`src/design/gauge_defines.svh`:
```
// Purpose: offsets, field positions, reset values and counts of the gauge register map
// Assumes: 7-bit register index, 8-bit registers
// Notes:   definitions only
`ifndef GAUGE_DEFINES_SVH
`define GAUGE_DEFINES_SVH

// ----------------------------------------------------------------
// register offsets
// ----------------------------------------------------------------
`define ADDR_PRIMARY_FLAGS   7'h01
`define ADDR_TEMP_LEVEL      7'h02
`define ADDR_AVAIL_HIGH      7'h03
`define ADDR_PACK_TAG        7'h04
`define ADDR_FULL_CAP        7'h05
`define ADDR_SECONDARY_FLAGS 7'h06
`define ADDR_PULLDOWN        7'h07
`define ADDR_PULLUP          7'h08
`define ADDR_CHARGE_COUNT    7'h09
`define ADDR_BATT_VOLTAGE    7'h0b
`define ADDR_EMPTY_THRESH    7'h0c
`define ADDR_TEMP_RATE_CAP   7'h0d
`define ADDR_RATE_CAP        7'h0e
`define ADDR_ENERGY_HIGH     7'h0f
`define ADDR_ENERGY_LOW      7'h10
`define ADDR_REL_CAPACITY    7'h11
`define ADDR_CURRENT_HIGH    7'h12
`define ADDR_CURRENT_LOW     7'h13
`define ADDR_AVAIL_LOW       7'h17
`define ADDR_DISCH_TALLY     7'h18
`define ADDR_PIN_DATA        7'h1e
`define ADDR_OFFSET_EVENT    7'h38

// ----------------------------------------------------------------
// command and flag fields
// ----------------------------------------------------------------
`define CMD_WRITE_BIT        7
`define FLAG_CHARGING        7
`define FLAG_PACK_RESET      6
`define FLAG_ZERO            5
`define FLAG_STALE_REF       4
`define FLAG_QUAL_DISCH      3
`define FLAG_ONE             2
`define FLAG_FIRST_EMPTY     1
`define FLAG_FINAL_EMPTY     0

// ----------------------------------------------------------------
// reset values and counts
// ----------------------------------------------------------------
`define RST_BYTE             8'h00
`define RST_AVAIL            16'h0000
`define CHARGE_COUNT_STALE   8'h40
`define CHARGE_COUNT_MAX     8'hff
`define QUAL_NUM             24'd94
`define QUAL_DEN             24'd100
`define SELF_DISCH_SHIFT     4
`define QUAL_CLEAR_UPDATES   2'd2
`endif

```
`src/design/gauge_pkg.sv`:
```
// Purpose: types shared by the gauge register block
// Assumes: nothing
// Notes:   constants live in gauge_defines.svh
package gauge_pkg;

  typedef enum logic [2:0] {
    ST_CMD   = 3'b001,
    ST_WDATA = 3'b010,
    ST_READ  = 3'b100
  } cmd_state_t;

  // measurement core to register block
  typedef struct packed {
    logic        senseAboveQual;
    logic        dischargeActive;
    logic        chargeValid;
    logic        dischargeStart;
    logic        nacUpdate;
    logic        selfDischarge;
    logic [15:0] nacNext;
    logic        lmdUpdate;
    logic [7:0]  lmdNext;
    logic        firstEmpty;
    logic        finalEmpty;
    logic        tempBelowZero;
    logic [7:0]  tempLevel;
    logic [7:0]  secondaryFlags;
    logic [7:0]  pulldownState;
    logic [7:0]  pullupState;
    logic [7:0]  batteryVoltage;
    logic [15:0] scaledEnergy;
    logic [7:0]  relativeCapacity;
    logic [15:0] currentScale;
  } gauge_in_t;

  // register block to measurement core
  typedef struct packed {
    logic [15:0] availCharge;
    logic [7:0]  fullCapacity;
    logic [7:0]  chargeCount;
    logic [7:0]  packTag;
    logic [7:0]  emptyThreshold;
    logic [7:0]  tempRateCap;
    logic [7:0]  rateCap;
    logic [7:0]  dischTally;
    logic [7:0]  offsetEvent;
    logic [7:0]  primaryFlags;
  } gauge_out_t;

endpackage

```
`src/design/serial_byte_port.sv`:
```
// Purpose: byte assembly and serialisation for the single-wire link
// Assumes: a front end delivers decoded bits and a break indication
// Notes:   lsb first in both directions
module serial_byte_port (
  // clock and reset
  input  wire logic       clk,
  input  wire logic       rst,
  input  wire logic       ce,
  // receive side
  input  wire logic       lineBreak,
  input  wire logic       rxBitValid,
  input  wire logic       rxBit,
  output logic            rxByteValid,
  output logic [7:0]      rxByte,
  // transmit side
  input  wire logic       txLoad,
  input  wire logic [7:0] txByte,
  input  wire logic       txBitReq,
  output logic            txBit,
  output logic            txBusy
);

  logic [7:0] rxShift_q;
  logic [2:0] rxCount_q;
  logic [7:0] txShift_q;
  logic [3:0] txLeft_q;

  assign txBusy = (txLeft_q != 4'h0);

  // ----------------------------------------------------------------
  // receive: bits shift in from the top, first bit ends at bit 0
  // ----------------------------------------------------------------
  always_ff @(posedge clk) begin
    if (rst || (ce && lineBreak)) begin
      rxShift_q   <= 8'h00;
      rxCount_q   <= 3'h0;
      rxByteValid <= 1'b0;
      rxByte      <= 8'h00;
    end else if (ce) begin
      rxByteValid <= 1'b0;
      if (rxBitValid) begin
        rxShift_q <= {rxBit, rxShift_q[7:1]};
        rxCount_q <= rxCount_q + 3'h1;
        if (rxCount_q == 3'h7) begin
          rxByteValid <= 1'b1;
          rxByte      <= {rxBit, rxShift_q[7:1]};
        end
      end
    end
  end

  // ----------------------------------------------------------------
  // transmit: bit 0 leaves first
  // ----------------------------------------------------------------
  always_ff @(posedge clk) begin
    if (rst || (ce && lineBreak)) begin
      txShift_q <= 8'h00;
      txLeft_q  <= 4'h0;
      txBit     <= 1'b1;
    end else if (ce) begin
      if (txLoad) begin
        txShift_q <= txByte;
        txLeft_q  <= 4'h8;
      end else if (txBitReq && txBusy) begin
        txBit     <= txShift_q[0];
        txShift_q <= {1'b0, txShift_q[7:1]};
        txLeft_q  <= txLeft_q - 4'h1;
      end
    end
  end

endmodule

```
`src/design/gauge_command_and_status_regs.sv`:
```
// Purpose: command decoder, register map and primary status flags of the gauge
// Assumes: bit timing and measurement are done outside; inputs synchronous to clk
// Notes:   20 MHz clock; ce low freezes all state
`include "gauge_defines.svh"

// Behaviour
// - a command is taken only after all eight command bits arrived
// - command msb 0 returns the addressed register's eight bits
// - command msb 1 stores the following data byte into the addressed register
// - command bits 6..0 form the register index, bit 0 least significant
// - flags at 01h: bit 5 reads 0, bit 2 reads 1, bits 1/0 empty warnings
// - charging flag set while offset exceeds threshold, cleared by discharge or not above
// - pack reset flag set on any reset, power-up or serial reset request
// - pack reset flag cleared when charge reaches full capacity or charges after warning
// - stale flag set on reset or 64th valid charge, cleared on capacity update
// - qualified discharge set when discharge starts at 0.94 of full capacity or more
// - qualified discharge cleared after self-discharge loss above 6.25 percent
// - qualified discharge cleared after charge above threshold over two updates
// - qualified discharge cleared when first warning sets below zero degrees
// - available charge high byte at 03h, low byte 17h, both writable
// - bytes travel least significant bit first
// - valid charge count saturates at 255, cleared on capacity update
// - a break reinitialises the serial side and awaits a new command
module gauge_command_and_status_regs #(
  parameter logic [7:0] FULL_CAP_RESET = 8'h00
) (
  // clock and reset
  input  wire logic                  clk,
  input  wire logic                  rst,
  input  wire logic                  ce,
  input  wire logic                  packResetReq,
  // serial front end
  input  wire logic                  lineBreak,
  input  wire logic                  rxBitValid,
  input  wire logic                  rxBit,
  input  wire logic                  txBitReq,
  output logic                       txBit,
  output logic                       txBusy,
  // measurement core
  input  wire gauge_pkg::gauge_in_t  core,
  output gauge_pkg::gauge_out_t      regs
);
  import gauge_pkg::*;

  cmd_state_t  state_q;
  cmd_state_t  state_d;
  logic [6:0]  addr_q;
  logic        rxByteValid;
  logic [7:0]  rxByte;
  logic [15:0] avail_q;
  logic [7:0]  fullCap_q;
  logic [7:0]  chargeCount_q;
  logic [7:0]  packTag_q;
  logic [7:0]  emptyThresh_q;
  logic [7:0]  tempRateCap_q;
  logic [7:0]  rateCap_q;
  logic [7:0]  dischTally_q;
  logic [7:0]  offsetEvent_q;
  logic        charging_q;
  logic        packReset_q;
  logic        staleRef_q;
  logic        qualDisch_q;
  logic [15:0] qualBase_q;
  logic [15:0] selfLoss_q;
  logic [1:0]  chargeRun_q;
  logic        firstEmptyPrev_q;

  // ----------------------------------------------------------------
  // byte level serial port
  // ----------------------------------------------------------------
  wire        cmdTaken  = ce && rxByteValid && (state_q == ST_CMD);
  wire        cmdWrite  = rxByte[`CMD_WRITE_BIT];
  wire [6:0]  cmdAddr   = rxByte[6:0];
  wire        readStart = cmdTaken && !cmdWrite;
  wire        wrStrobe  = ce && rxByteValid && (state_q == ST_WDATA);
  wire [7:0]  readData;

  serial_byte_port u_port (
    .clk         (clk),
    .rst         (rst),
    .ce          (ce),
    .lineBreak   (lineBreak),
    .rxBitValid  (rxBitValid),
    .rxBit       (rxBit),
    .rxByteValid (rxByteValid),
    .rxByte      (rxByte),
    .txLoad      (readStart),
    .txByte      (readData),
    .txBitReq    (txBitReq),
    .txBit       (txBit),
    .txBusy      (txBusy)
  );

  // ----------------------------------------------------------------
  // command sequencing
  // ----------------------------------------------------------------
  always_comb begin
    state_d = state_q;
    case (state_q)
      ST_CMD: begin
        if (rxByteValid) begin
          state_d = rxByte[`CMD_WRITE_BIT] ? ST_WDATA : ST_READ;
        end
      end
      ST_WDATA: begin
        if (rxByteValid) begin
          state_d = ST_CMD;
        end
      end
      ST_READ: begin
        if (!txBusy) begin
          state_d = ST_CMD;
        end
      end
      default: state_d = ST_CMD;
    endcase
  end

  always_ff @(posedge clk) begin
    if (rst) begin
      state_q <= ST_CMD;
      addr_q  <= 7'h00;
    end else if (ce) begin
      state_q <= lineBreak ? ST_CMD : state_d;
      if (cmdTaken) begin
        addr_q <= cmdAddr;
      end
    end
  end

  // ----------------------------------------------------------------
  // write decode; read-only and reserved addresses have no strobe
  // ----------------------------------------------------------------
  wire wrAvailHigh = wrStrobe && (addr_q == `ADDR_AVAIL_HIGH);
  wire wrAvailLow  = wrStrobe && (addr_q == `ADDR_AVAIL_LOW);
  wire wrPackTag   = wrStrobe && (addr_q == `ADDR_PACK_TAG);
  wire wrFullCap   = wrStrobe && (addr_q == `ADDR_FULL_CAP);
  wire wrCount     = wrStrobe && (addr_q == `ADDR_CHARGE_COUNT);
  wire wrThresh    = wrStrobe && (addr_q == `ADDR_EMPTY_THRESH);
  wire wrTempRate  = wrStrobe && (addr_q == `ADDR_TEMP_RATE_CAP);
  wire wrRate      = wrStrobe && (addr_q == `ADDR_RATE_CAP);
  wire wrTally     = wrStrobe && (addr_q == `ADDR_DISCH_TALLY);
  wire wrOffset    = wrStrobe && (addr_q == `ADDR_OFFSET_EVENT);

  // ----------------------------------------------------------------
  // writable storage
  // ----------------------------------------------------------------
  always_ff @(posedge clk) begin
    if (rst) begin
      avail_q       <= `RST_AVAIL;
      fullCap_q     <= FULL_CAP_RESET;
      packTag_q     <= `RST_BYTE;
      emptyThresh_q <= `RST_BYTE;
      tempRateCap_q <= `RST_BYTE;
      rateCap_q     <= `RST_BYTE;
      dischTally_q  <= `RST_BYTE;
      offsetEvent_q <= `RST_BYTE;
    end else if (ce) begin
      if (wrAvailHigh) begin
        avail_q[15:8] <= rxByte;
      end else if (wrAvailLow) begin
        avail_q[7:0] <= rxByte;
      end else if (core.nacUpdate) begin
        avail_q <= core.nacNext;
      end
      if (wrFullCap) begin
        fullCap_q <= rxByte;
      end else if (core.lmdUpdate) begin
        fullCap_q <= core.lmdNext;
      end
      if (wrPackTag) begin
        packTag_q <= rxByte;
      end
      if (wrThresh) begin
        emptyThresh_q <= rxByte;
      end
      if (wrTempRate) begin
        tempRateCap_q <= rxByte;
      end
      if (wrRate) begin
        rateCap_q <= rxByte;
      end
      if (wrTally) begin
        dischTally_q <= rxByte;
      end
      if (wrOffset) begin
        offsetEvent_q <= rxByte;
      end
    end
  end

  // ----------------------------------------------------------------
  // valid charge count and stale reference flag
  // ----------------------------------------------------------------
  wire countSat = (chargeCount_q == `CHARGE_COUNT_MAX);
  wire staleHit = core.chargeValid && !countSat && !core.lmdUpdate && !wrCount
                  && (chargeCount_q + 8'h01 == `CHARGE_COUNT_STALE);

  always_ff @(posedge clk) begin
    if (rst) begin
      chargeCount_q <= `RST_BYTE;
      staleRef_q    <= 1'b1;
    end else if (ce) begin
      if (core.lmdUpdate) begin
        chargeCount_q <= `RST_BYTE;
      end else if (wrCount) begin
        chargeCount_q <= rxByte;
      end else if (core.chargeValid && !countSat) begin
        chargeCount_q <= chargeCount_q + 8'h01;
      end
      if (staleHit) begin
        staleRef_q <= 1'b1;
      end else if (core.lmdUpdate) begin
        staleRef_q <= 1'b0;
      end
    end
  end

  // ----------------------------------------------------------------
  // charging and pack reset flags
  // ----------------------------------------------------------------
  wire reachFull = core.chargeValid && core.nacUpdate && (core.nacNext[15:8] == fullCap_q);

  always_ff @(posedge clk) begin
    if (rst) begin
      charging_q  <= 1'b0;
      packReset_q <= 1'b1;
    end else if (ce) begin
      charging_q <= core.senseAboveQual && !core.dischargeActive;
      if (packResetReq) begin
        packReset_q <= 1'b1;
      end else if (reachFull || (core.chargeValid && core.firstEmpty)) begin
        packReset_q <= 1'b0;
      end
    end
  end

  // ----------------------------------------------------------------
  // qualified discharge flag
  // ----------------------------------------------------------------
  wire [23:0] availScaled = 24'(avail_q) * `QUAL_DEN;
  wire [23:0] fullScaled  = 24'({fullCap_q, 8'h00}) * `QUAL_NUM;
  wire        qualSet     = core.dischargeStart && (availScaled >= fullScaled);
  wire [15:0] selfStep    = (core.nacUpdate && core.selfDischarge && (avail_q > core.nacNext))
                            ? (avail_q - core.nacNext) : 16'h0000;
  wire [15:0] selfLossNew = selfLoss_q + selfStep;
  wire        selfClear   = selfLossNew > (qualBase_q >> `SELF_DISCH_SHIFT);
  wire        chargeUpd   = core.nacUpdate && core.chargeValid && core.senseAboveQual;
  wire        chargeClear = chargeUpd && (3'(chargeRun_q) + 3'd1 >= 3'(`QUAL_CLEAR_UPDATES));
  wire        coldClear   = core.firstEmpty && !firstEmptyPrev_q && core.tempBelowZero;
  wire        qualClear   = core.lmdUpdate || selfClear || chargeClear || coldClear;

  always_ff @(posedge clk) begin
    if (rst) begin
      qualDisch_q      <= 1'b0;
      qualBase_q       <= 16'h0000;
      selfLoss_q       <= 16'h0000;
      chargeRun_q      <= 2'd0;
      firstEmptyPrev_q <= 1'b0;
    end else if (ce) begin
      firstEmptyPrev_q <= core.firstEmpty;
      if (core.nacUpdate) begin
        chargeRun_q <= chargeUpd ? ((chargeRun_q == 2'd3) ? chargeRun_q : chargeRun_q + 2'd1) : 2'd0;
      end
      if (qualSet && !qualDisch_q) begin
        qualDisch_q <= 1'b1;
        qualBase_q  <= avail_q;
        selfLoss_q  <= 16'h0000;
      end else if (qualDisch_q && qualClear) begin
        qualDisch_q <= 1'b0;
      end else if (qualDisch_q) begin
        selfLoss_q <= selfLossNew;
      end
    end
  end

  // ----------------------------------------------------------------
  // read path
  // ----------------------------------------------------------------
  wire [7:0] primaryFlags = {charging_q, packReset_q, 1'b0, staleRef_q,
                             qualDisch_q, 1'b1, core.firstEmpty, core.finalEmpty};

  assign readData =
    (cmdAddr == `ADDR_PRIMARY_FLAGS)   ? primaryFlags :
    (cmdAddr == `ADDR_TEMP_LEVEL)      ? core.tempLevel :
    (cmdAddr == `ADDR_AVAIL_HIGH)      ? avail_q[15:8] :
    (cmdAddr == `ADDR_PACK_TAG)        ? packTag_q :
    (cmdAddr == `ADDR_FULL_CAP)        ? fullCap_q :
    (cmdAddr == `ADDR_SECONDARY_FLAGS) ? core.secondaryFlags :
    (cmdAddr == `ADDR_PULLDOWN)        ? core.pulldownState :
    (cmdAddr == `ADDR_PULLUP)          ? core.pullupState :
    (cmdAddr == `ADDR_CHARGE_COUNT)    ? chargeCount_q :
    (cmdAddr == `ADDR_BATT_VOLTAGE)    ? core.batteryVoltage :
    (cmdAddr == `ADDR_EMPTY_THRESH)    ? emptyThresh_q :
    (cmdAddr == `ADDR_TEMP_RATE_CAP)   ? tempRateCap_q :
    (cmdAddr == `ADDR_RATE_CAP)        ? rateCap_q :
    (cmdAddr == `ADDR_ENERGY_HIGH)     ? core.scaledEnergy[15:8] :
    (cmdAddr == `ADDR_ENERGY_LOW)      ? core.scaledEnergy[7:0] :
    (cmdAddr == `ADDR_REL_CAPACITY)    ? core.relativeCapacity :
    (cmdAddr == `ADDR_CURRENT_HIGH)    ? core.currentScale[15:8] :
    (cmdAddr == `ADDR_CURRENT_LOW)     ? core.currentScale[7:0] :
    (cmdAddr == `ADDR_AVAIL_LOW)       ? avail_q[7:0] :
    (cmdAddr == `ADDR_DISCH_TALLY)     ? dischTally_q :
    (cmdAddr == `ADDR_OFFSET_EVENT)    ? offsetEvent_q :
                                         `RST_BYTE;

  assign regs.availCharge    = avail_q;
  assign regs.fullCapacity   = fullCap_q;
  assign regs.chargeCount    = chargeCount_q;
  assign regs.packTag        = packTag_q;
  assign regs.emptyThreshold = emptyThresh_q;
  assign regs.tempRateCap    = tempRateCap_q;
  assign regs.rateCap        = rateCap_q;
  assign regs.dischTally     = dischTally_q;
  assign regs.offsetEvent    = offsetEvent_q;
  assign regs.primaryFlags   = primaryFlags;

  // ----------------------------------------------------------------
  // checks
  // ----------------------------------------------------------------
  AST_WRITE_CMD_AWAITS_DATA: assert property (@(posedge clk) disable iff (rst)
    cmdTaken && cmdWrite && !lineBreak |=> state_q == ST_WDATA && addr_q == $past(cmdAddr))
    else $error("write command did not await data");

  AST_READ_CMD_STARTS_TX: assert property (@(posedge clk) disable iff (rst)
    readStart && !lineBreak |=> txBusy && state_q == ST_READ)
    else $error("read command did not start transmit");

  AST_FIXED_FLAG_BITS: assert property (@(posedge clk) disable iff (rst)
    primaryFlags[`FLAG_ZERO] == 1'b0 && primaryFlags[`FLAG_ONE] == 1'b1)
    else $error("fixed flag bits wrong");

  AST_CHARGING_FOLLOWS_SENSE: assert property (@(posedge clk) disable iff (rst)
    ce |=> charging_q == ($past(core.senseAboveQual) && !$past(core.dischargeActive)))
    else $error("charging flag wrong");

  AST_PACK_RESET_REQ: assert property (@(posedge clk) disable iff (rst)
    ce && packResetReq |=> packReset_q)
    else $error("pack reset flag not set");

  AST_CAP_UPDATE_CLEARS: assert property (@(posedge clk) disable iff (rst)
    ce && core.lmdUpdate |=> !staleRef_q && chargeCount_q == 8'h00)
    else $error("capacity update did not clear count");

  AST_COUNT_SATURATES: assert property (@(posedge clk) disable iff (rst)
    ce && countSat && !core.lmdUpdate && !wrCount |=> chargeCount_q == 8'hff)
    else $error("charge count wrapped");

  AST_COLD_WARNING_CLEARS: assert property (@(posedge clk) disable iff (rst)
    ce && qualDisch_q && coldClear |=> !qualDisch_q)
    else $error("cold warning did not clear qualified discharge");

  AST_READONLY_KEPT: assert property (@(posedge clk) disable iff (rst)
    ce && wrStrobe && addr_q == `ADDR_ENERGY_HIGH && !core.nacUpdate && !core.lmdUpdate
    |=> $stable(avail_q) && $stable(fullCap_q))
    else $error("read-only write changed storage");

  COV_READ: cover property (@(posedge clk) disable iff (rst) readStart ##[1:40] state_q == ST_CMD);
  COV_WRITE: cover property (@(posedge clk) disable iff (rst) wrAvailHigh);
  COV_QUAL: cover property (@(posedge clk) disable iff (rst) qualSet ##[1:200] !qualDisch_q);

endmodule

```
`config.mk`:
```
export PLATFORM = sky130hd
export DESIGN_NAME = gauge_command_and_status_regs
export DESIGN_NICKNAME = d
export VERILOG_FILES = /design/src/design/gauge_pkg.sv /design/src/design/serial_byte_port.sv /design/src/design/gauge_command_and_status_regs.sv
export VERILOG_INCLUDE_DIRS = /design/src /design/src/design
export SDC_FILE = /design/constraint.sdc
export NUM_CORES = 1
export LEC_CHECK = 0
export ABC_CLOCK_PERIOD_IN_PS = 10400
export BUFFER_PORTS_ARGS = -buffer_cell sky130_fd_sc_hd__clkbuf_2
export CAP_MARGIN = 30
export CORE_MARGIN = 2
export CORE_UTILIZATION = 25
export CTS_CLUSTER_DIAMETER = 100
export DETAILED_ROUTE_END_ITERATION = 16
export HOLD_SLACK_MARGIN = 0.1
export PLACE_DENSITY = 0.46
export RECOVER_POWER = 25
export SYNTH_ARGS = -nofsm -noshare
export SYNTH_HDL_FRONTEND = slang
export SYNTH_SLANG_ARGS = --single-unit
```
`constraint.sdc`:
```
create_clock -name clk -period 10.4 [get_ports clk]
set_clock_uncertainty 0.05 [all_clocks]
set_input_delay 2.08 -clock clk [delete_from_list [all_inputs] [get_ports clk]]
set_output_delay 2.08 -clock clk [all_outputs]
set_load 0.02 [all_outputs]
```
Word level (Yosys, flattened, before mapping)
Index checks and enable logic that the tools add are counted.
{"block": "op_classes", "n_eq_ne": 45, "bitwise": 2, "mux": 54, "reduce_logical": 77, "mul": 2, "add_sub_neg": 7, "order_cmp": 4}
{"cell": "$mux 8", "count": 31}
{"cell": "$mux 16", "count": 5}
{"cell": "$eq 7x4->1 const B", "count": 11}
{"cell": "$eq 7x5->1 const B", "count": 8}
{"cell": "$eq 7x3->1 const B", "count": 6}
{"cell": "$logic_and 1x1->1", "count": 33}
{"cell": "$reduce_and 2->1", "count": 15}
{"cell": "$ge 23x23->1", "count": 1}
{"cell": "$eq 7x2->1 const B", "count": 3}
{"cell": "$mul 16x5->21 const B", "count": 1}
{"cell": "$reduce_and 3->1", "count": 6}
{"cell": "$add 16x16->16", "count": 1}
{"cell": "$gt 16x12->1", "count": 1}
{"cell": "$gt 16x16->1", "count": 1}
{"cell": "$reduce_bool 2->1", "count": 8}
{"cell": "$sub 16x16->16", "count": 1}
{"cell": "$mux 3", "count": 5}
{"cell": "$eq 7x6->1 const B", "count": 2}
{"cell": "$mul 8x6->14 const B", "count": 1}
{"cell": "$pmux 3 s3", "count": 1}
{"cell": "$add 8x1->8 const B", "count": 1}
{"cell": "$eq 8x7->1 const B", "count": 1}
{"cell": "$eq 8x8->1", "count": 1}
{"cell": "$eq 8x8->1 const B", "count": 1}
{"cell": "other kinds (22)", "count": 46}
{"block": "word_totals", "word_cells": 218, "reg_bits": 162}

Logic depth before layout (Yosys ltp)
{"block": "logic_depth", "ltp_word": 23, "depth_mapped": 30, "mapped_depth_nobuf": 28}

By module
Synthesis repeated with hierarchy kept, for this count alone.
{"block": "hier_totals", "hier_cells": 1656, "area_unflattened_um2": 13160.1}
{"mod": "gauge_command_and_status_regs", "seq_area_each_um2": 2502.4, "n_inst": 1, "area_each_um2": 11783.8, "cells_per_inst": 1494}
{"mod": "serial_byte_port", "seq_area_each_um2": 640.6, "n_inst": 1, "area_each_um2": 1376.3, "cells_per_inst": 162}

Least setup slack after synthesis
Ideal clock, no wire load.
{"block": "synth_timing", "kind": "input to register", "from": "input port core[92] (netlist name)", "to": "register selfLoss_q[1]", "cell_stages": 27, "path_slack_ns": 2.847, "required_time_ns": 10.230, "arrival_time_ns": 7.383, "cell_sequence": "ha_1 -> inv_1 -> fa_1 -> a211oi_1 -> o21bai_1 -> a21oi_1 -> o21ba_2 -> nor3_1 -> o21ai_1 -> clkbuf_1 -> nor2_1 -> ha_1 -> a21o_1 -> a221o_1 -> o221ai_4 -> nand2b_1 -> a21oi_1 -> xnor2_1 -> ha_1 -> and4_1 -> a21oi_1 -> nand2_1 -> a31oi_1 -> o211ai_1 -> or4b_4 -> buf_6 -> mux2i_1"}
{"block": "synth_via", "elab_chain_len": 11, "elab_cells_between_ends": 15}
{"element": "from (decl)", "line_no": "gauge_command_and_status_regs.sv:40", "rtl": "input wire gauge_pkg::gauge_in_t core,"}
{"element": "$gt 16x16->1", "line_no": "gauge_command_and_status_regs.sv:244", "rtl": "wire [15:0] selfStep = (core.nacUpdate && core.selfDischarge && (avail_q > core.nacNext))"}
{"element": "$logic_and 1x1->1", "line_no": "gauge_command_and_status_regs.sv:244"}
{"element": "$mux 16 *", "line_no": "gauge_command_and_status_regs.sv:245", "rtl": "? (avail_q - core.nacNext) : 16'h0000;"}
{"element": "$add 16x16->16 *", "line_no": "gauge_command_and_status_regs.sv:246", "rtl": "wire [15:0] selfLossNew = selfLoss_q + selfStep;"}
{"element": "$gt 16x12->1", "line_no": "gauge_command_and_status_regs.sv:247", "rtl": "wire selfClear = selfLossNew > (qualBase_q >> `SELF_DISCH_SHIFT);"}
{"element": "$logic_or 1x1->1 (3 in series)", "line_no": "gauge_command_and_status_regs.sv:251", "rtl": "wire qualClear = core.lmdUpdate || selfClear || chargeClear || coldClear;"}
{"element": "$logic_and 1x1->1", "line_no": "gauge_command_and_status_regs.sv:269", "rtl": "end else if (qualDisch_q && qualClear) begin"}
{"element": "$ne 2x2->1 (no source line)"}
{"element": "$reduce_and 3->1 (no source line)"}
{"element": "to (signal assigned)", "line_no": "gauge_command_and_status_regs.sv:272", "rtl": "selfLoss_q <= selfLossNew;"}
{"element": "to (decl)", "line_no": "gauge_command_and_status_regs.sv:64", "rtl": "logic [15:0] selfLoss_q;"}
Every way passes the cells marked *; elsewhere a longest branch is shown, timed or not. The select of a mux whose other input is x is not followed.
A chain may end at the register's enable or synchronous reset.

Worst setup path after layout
{"block": "layout_timing", "from": "input port core[92] (netlist name)", "to": "register selfLoss_q[6]"}
Same word-level chain as after synthesis.

==> impl_metrics.csv <==
group,metric,value,unit
clock_tree,cts_buffers,17,
power,powerDensity,111.5,nW/um^2
clock_tree,cts_root_buffer,"clkbuf_16",
power,peakVddDrop,102.7,uV
grt,grt_pass1_wl,76.62,mm
logic_synthesis,yosysTopAreaCellShare,24.25,%
floorplan,num_rows,83,
floorplan,die_x,231.7,um
timing,worst_pin_slew,3.062,ns
floorplan,dieHeight,231.7,um
logic_synthesis,synthXorXnorAreaFrac,3.919,%
final_layout,fin_area,15300,um^2
logic_synthesis,ys_seq_elements,157,
timing,setup_tns,0,ns
run_status,failed_checks,"capacitance limit, slew limit",
worst_setup_path,path_delay_family,"compound AO/OA/AOI/OAI gates",
logic_synthesis,muxShareOfSynthArea,8.707,%
grt,globalRouteOverflowTotal,0,
final_layout,diodes,0,
clock_tree,clk_latency,0.50,ns
power,p_leak,6.837,nW
clock_tree,cts-htree-levels,4,
run_status,status,"finished with violations",
timing,finalWorstSetupSlack,2.884,ns
placed_design,place_ws,2.365,ns
flow_run,cap_violations,1,
logic_synthesis,synth-edff-count,0,
final_layout,layout.nets,2088,
logic_synthesis,synth_top_family_by_area,"simple AND/OR/NAND/NOR gates",
clock_tree,cts_hold_buf,0,
hold_path,hold_path_class,"flop to flop",
timing,fin_crit,7.516,ns
worst_setup_path,worst_path_largest_cell_delay,0.65,ns
floorplan,dieArea,53680,um^2
worst_setup_path,r2r_setup_slack,4.04,ns
clock_tree,cts_tree,"yes",
worst_setup_path,critical_path_class,"input pin to flop",
hold_path,whs_path_depth,2,
placed_design,placed_area,14720,um^2
worst_setup_path,critPathLaunchType,"input pin",
logic_synthesis,synthCells,1618,
timing,whs,0.4162,ns
worst_setup_path,crit_cells,27,
route,wl_per_cell,20.55,um
logic_synthesis,synth_fa_ha_area_share,18.63,%
final_layout,final_cells,2484,
timing,setup_viol,0,
placed_design,dp_hpwl,39.73,mm
timing,rsz0062_at_grt,"false",
grt,grt_usage,19.14,%
route,route.detailed.drc,0,
grt,antenna_found_initial,2,
floorplan,initial_utilization,25.26,%
route,drt_iter0_drc,786,
final_layout,reg_top3,"avail_q x16, selfLoss_q x16, qualBase_q x12",
clock_tree,clockBufferDepth,2,
final_layout,drive_above_1_share,12.69,%
grt,grt_start_max_net_pins,72,
logic_synthesis,synth.area.top_cells,"dfxtp_1 (24%), ha_1 (14%), mux2i_1 (8.2%), nor2_1 (5.7%), fa_1 (4.6%)",
timing,max_clock_freq,133.0,MHz
worst_setup_path,crit_arrival,7.84,ns
worst_setup_path,critPathSlowestCell,"or4b_4",
worst_setup_path,worstPathRequired,10.72,ns
clock_tree,post_cts_resized,0,
route,via_count,12290,
timing,hold_viol,0,
timing,slew_violations,67,
grt,grt_pass1_vias,12410,
logic_synthesis,synth_most_common_cell,"nor2_1",
placed_design,portBuffers,209,
floorplan,design.core.area,51300,um^2
floorplan,ioPinCount,212,
worst_setup_path,r2r_cells,24,
logic_synthesis,synth.avg_cell_area,8.011,um^2
placed_design,dp.cells,2452,
clock_tree,cts_setup_buffers,0,
logic_synthesis,synthTopCellsByCount,"nor2_1 (196), dfxtp_1 (157), inv_1 (152)",
route,antenna_left,0,
logic_synthesis,async_reset_ff_share,0,%
power,power,1.706,mW
logic_synthesis,synth_ff_type,"dfxtp_1",
route,drt-total-wl,51.04,mm
logic_synthesis,yosys_warnings,0,
timing,slew_headroom,-104.1,%
final_layout,fin_util,29.82,%
route,viasPerCell,4.947,
logic_synthesis,synth_area,12960,um^2
logic_synthesis,yosysTopAreaCell,"dfxtp_1",
route,first_pass_iters,7,
logic_synthesis,synth_nets,1915,
final_layout,area_growth,18.03,%
clock_tree,clk_pin_slew,0.09,ns
logic_synthesis,seq_area_frac_synth,24.25,%
worst_setup_path,critPathMaxFanout,17,
worst_setup_path,endpoint_kind,"flop",
clock_tree,clkSinkCount,157,
logic_synthesis,synth_compound_area_share,17.74,%
logic_synthesis,synth_cell_type_count,77,
logic_synthesis,synth-simple-area-share,19.82,%
timing,timing.final.crit_share,72.27,%
worst_setup_path,critPathBufInv,3,
placed_design,gp_congestion,0.8904,
## routing by layer
| metal | vias to the layer above | track usage (%) | wire length (um) |
|---|---|---|---|
| li1 | 6049 | - | - |
| met1 | 5876 | 24.12 | 23140 |
| met2 | 318 | 32.49 | 24420 |
| met5 | - | 0 | 29 |
| met3 | 41 | 4.249 | 2616 |
| met4 | 4 | 5.669 | 833 |
## worst min-delay path: cells and delay by family (launching register included)
family / cells / cell delay [ns]
simple gates: 1 / 0.05
compound gates: 1 / 0.05
flops: 1 / 0.32
## power by group
group	leakage, nW	switching [mW]	total [mW]	internal [mW]
Clock	0.314	0.337	0.709	0.372
Sequential	1.27	0.0301	0.640	0.610
Combinational	5.25	0.204	0.357	0.153
Total	6.84	0.571	1.71	1.13
## area by class of cell
class                           instances  area [um^2]
Clock inverter                         15        221.5
Timing Repair Buffer                  229         1147
Clock buffer                           17        425.4
Multi-Input combinational cell       1234         8939
Sequential cell                       157         3144
Fill cell                            5634        36000
Inverter                              152        570.5
Tap cell                              680        850.8
## path summary, 6_finish.rpt
check	from	to
worst max-delay path	core[92]	selfLoss_q[6]$_SDFFE_PP0P_
worst max register to register	avail_q[8]$_SDFFE_PP0P_	selfLoss_q[6]$_SDFFE_PP0P_
worst min-delay path	u_port.rxCount_q[2]$_SDFFE_PP0P_	u_port.rxCount_q[2]$_SDFFE_PP0P_
worst min register to register	u_port.rxCount_q[2]$_SDFFE_PP0P_	u_port.rxCount_q[2]$_SDFFE_PP0P_
## cell usage in the layout (no fill, tap or decap), types with 33 or more instances in the layout
master / count
inv_1: 152
nand2b_1: 35
nor3_1: 35
clkbuf_1: 52
a21oi_1: 101
xnor2_1: 41
a211oi_1: 33
nor2_1: 196
nand2_1: 125
clkbuf_2: 157
ha_1: 145
o21ai_0: 60
nand3_1: 42
dfxtp_1: 156
mux2i_1: 106
## cells by family (layout without fill, tap and decap cells)
logic type	Yosys count	in the layout
multiplexers	110	110
adder cells (fa/ha/maj)	175	175
other	2	2
AO/OA/AOI/OAI	350	350
XOR/XNOR	58	58
flip-flops	157	157
buffers and inverters	227	413
AND/OR/NAND/NOR	539	539
No activity file was read; power rests on OpenSTA's default activity.
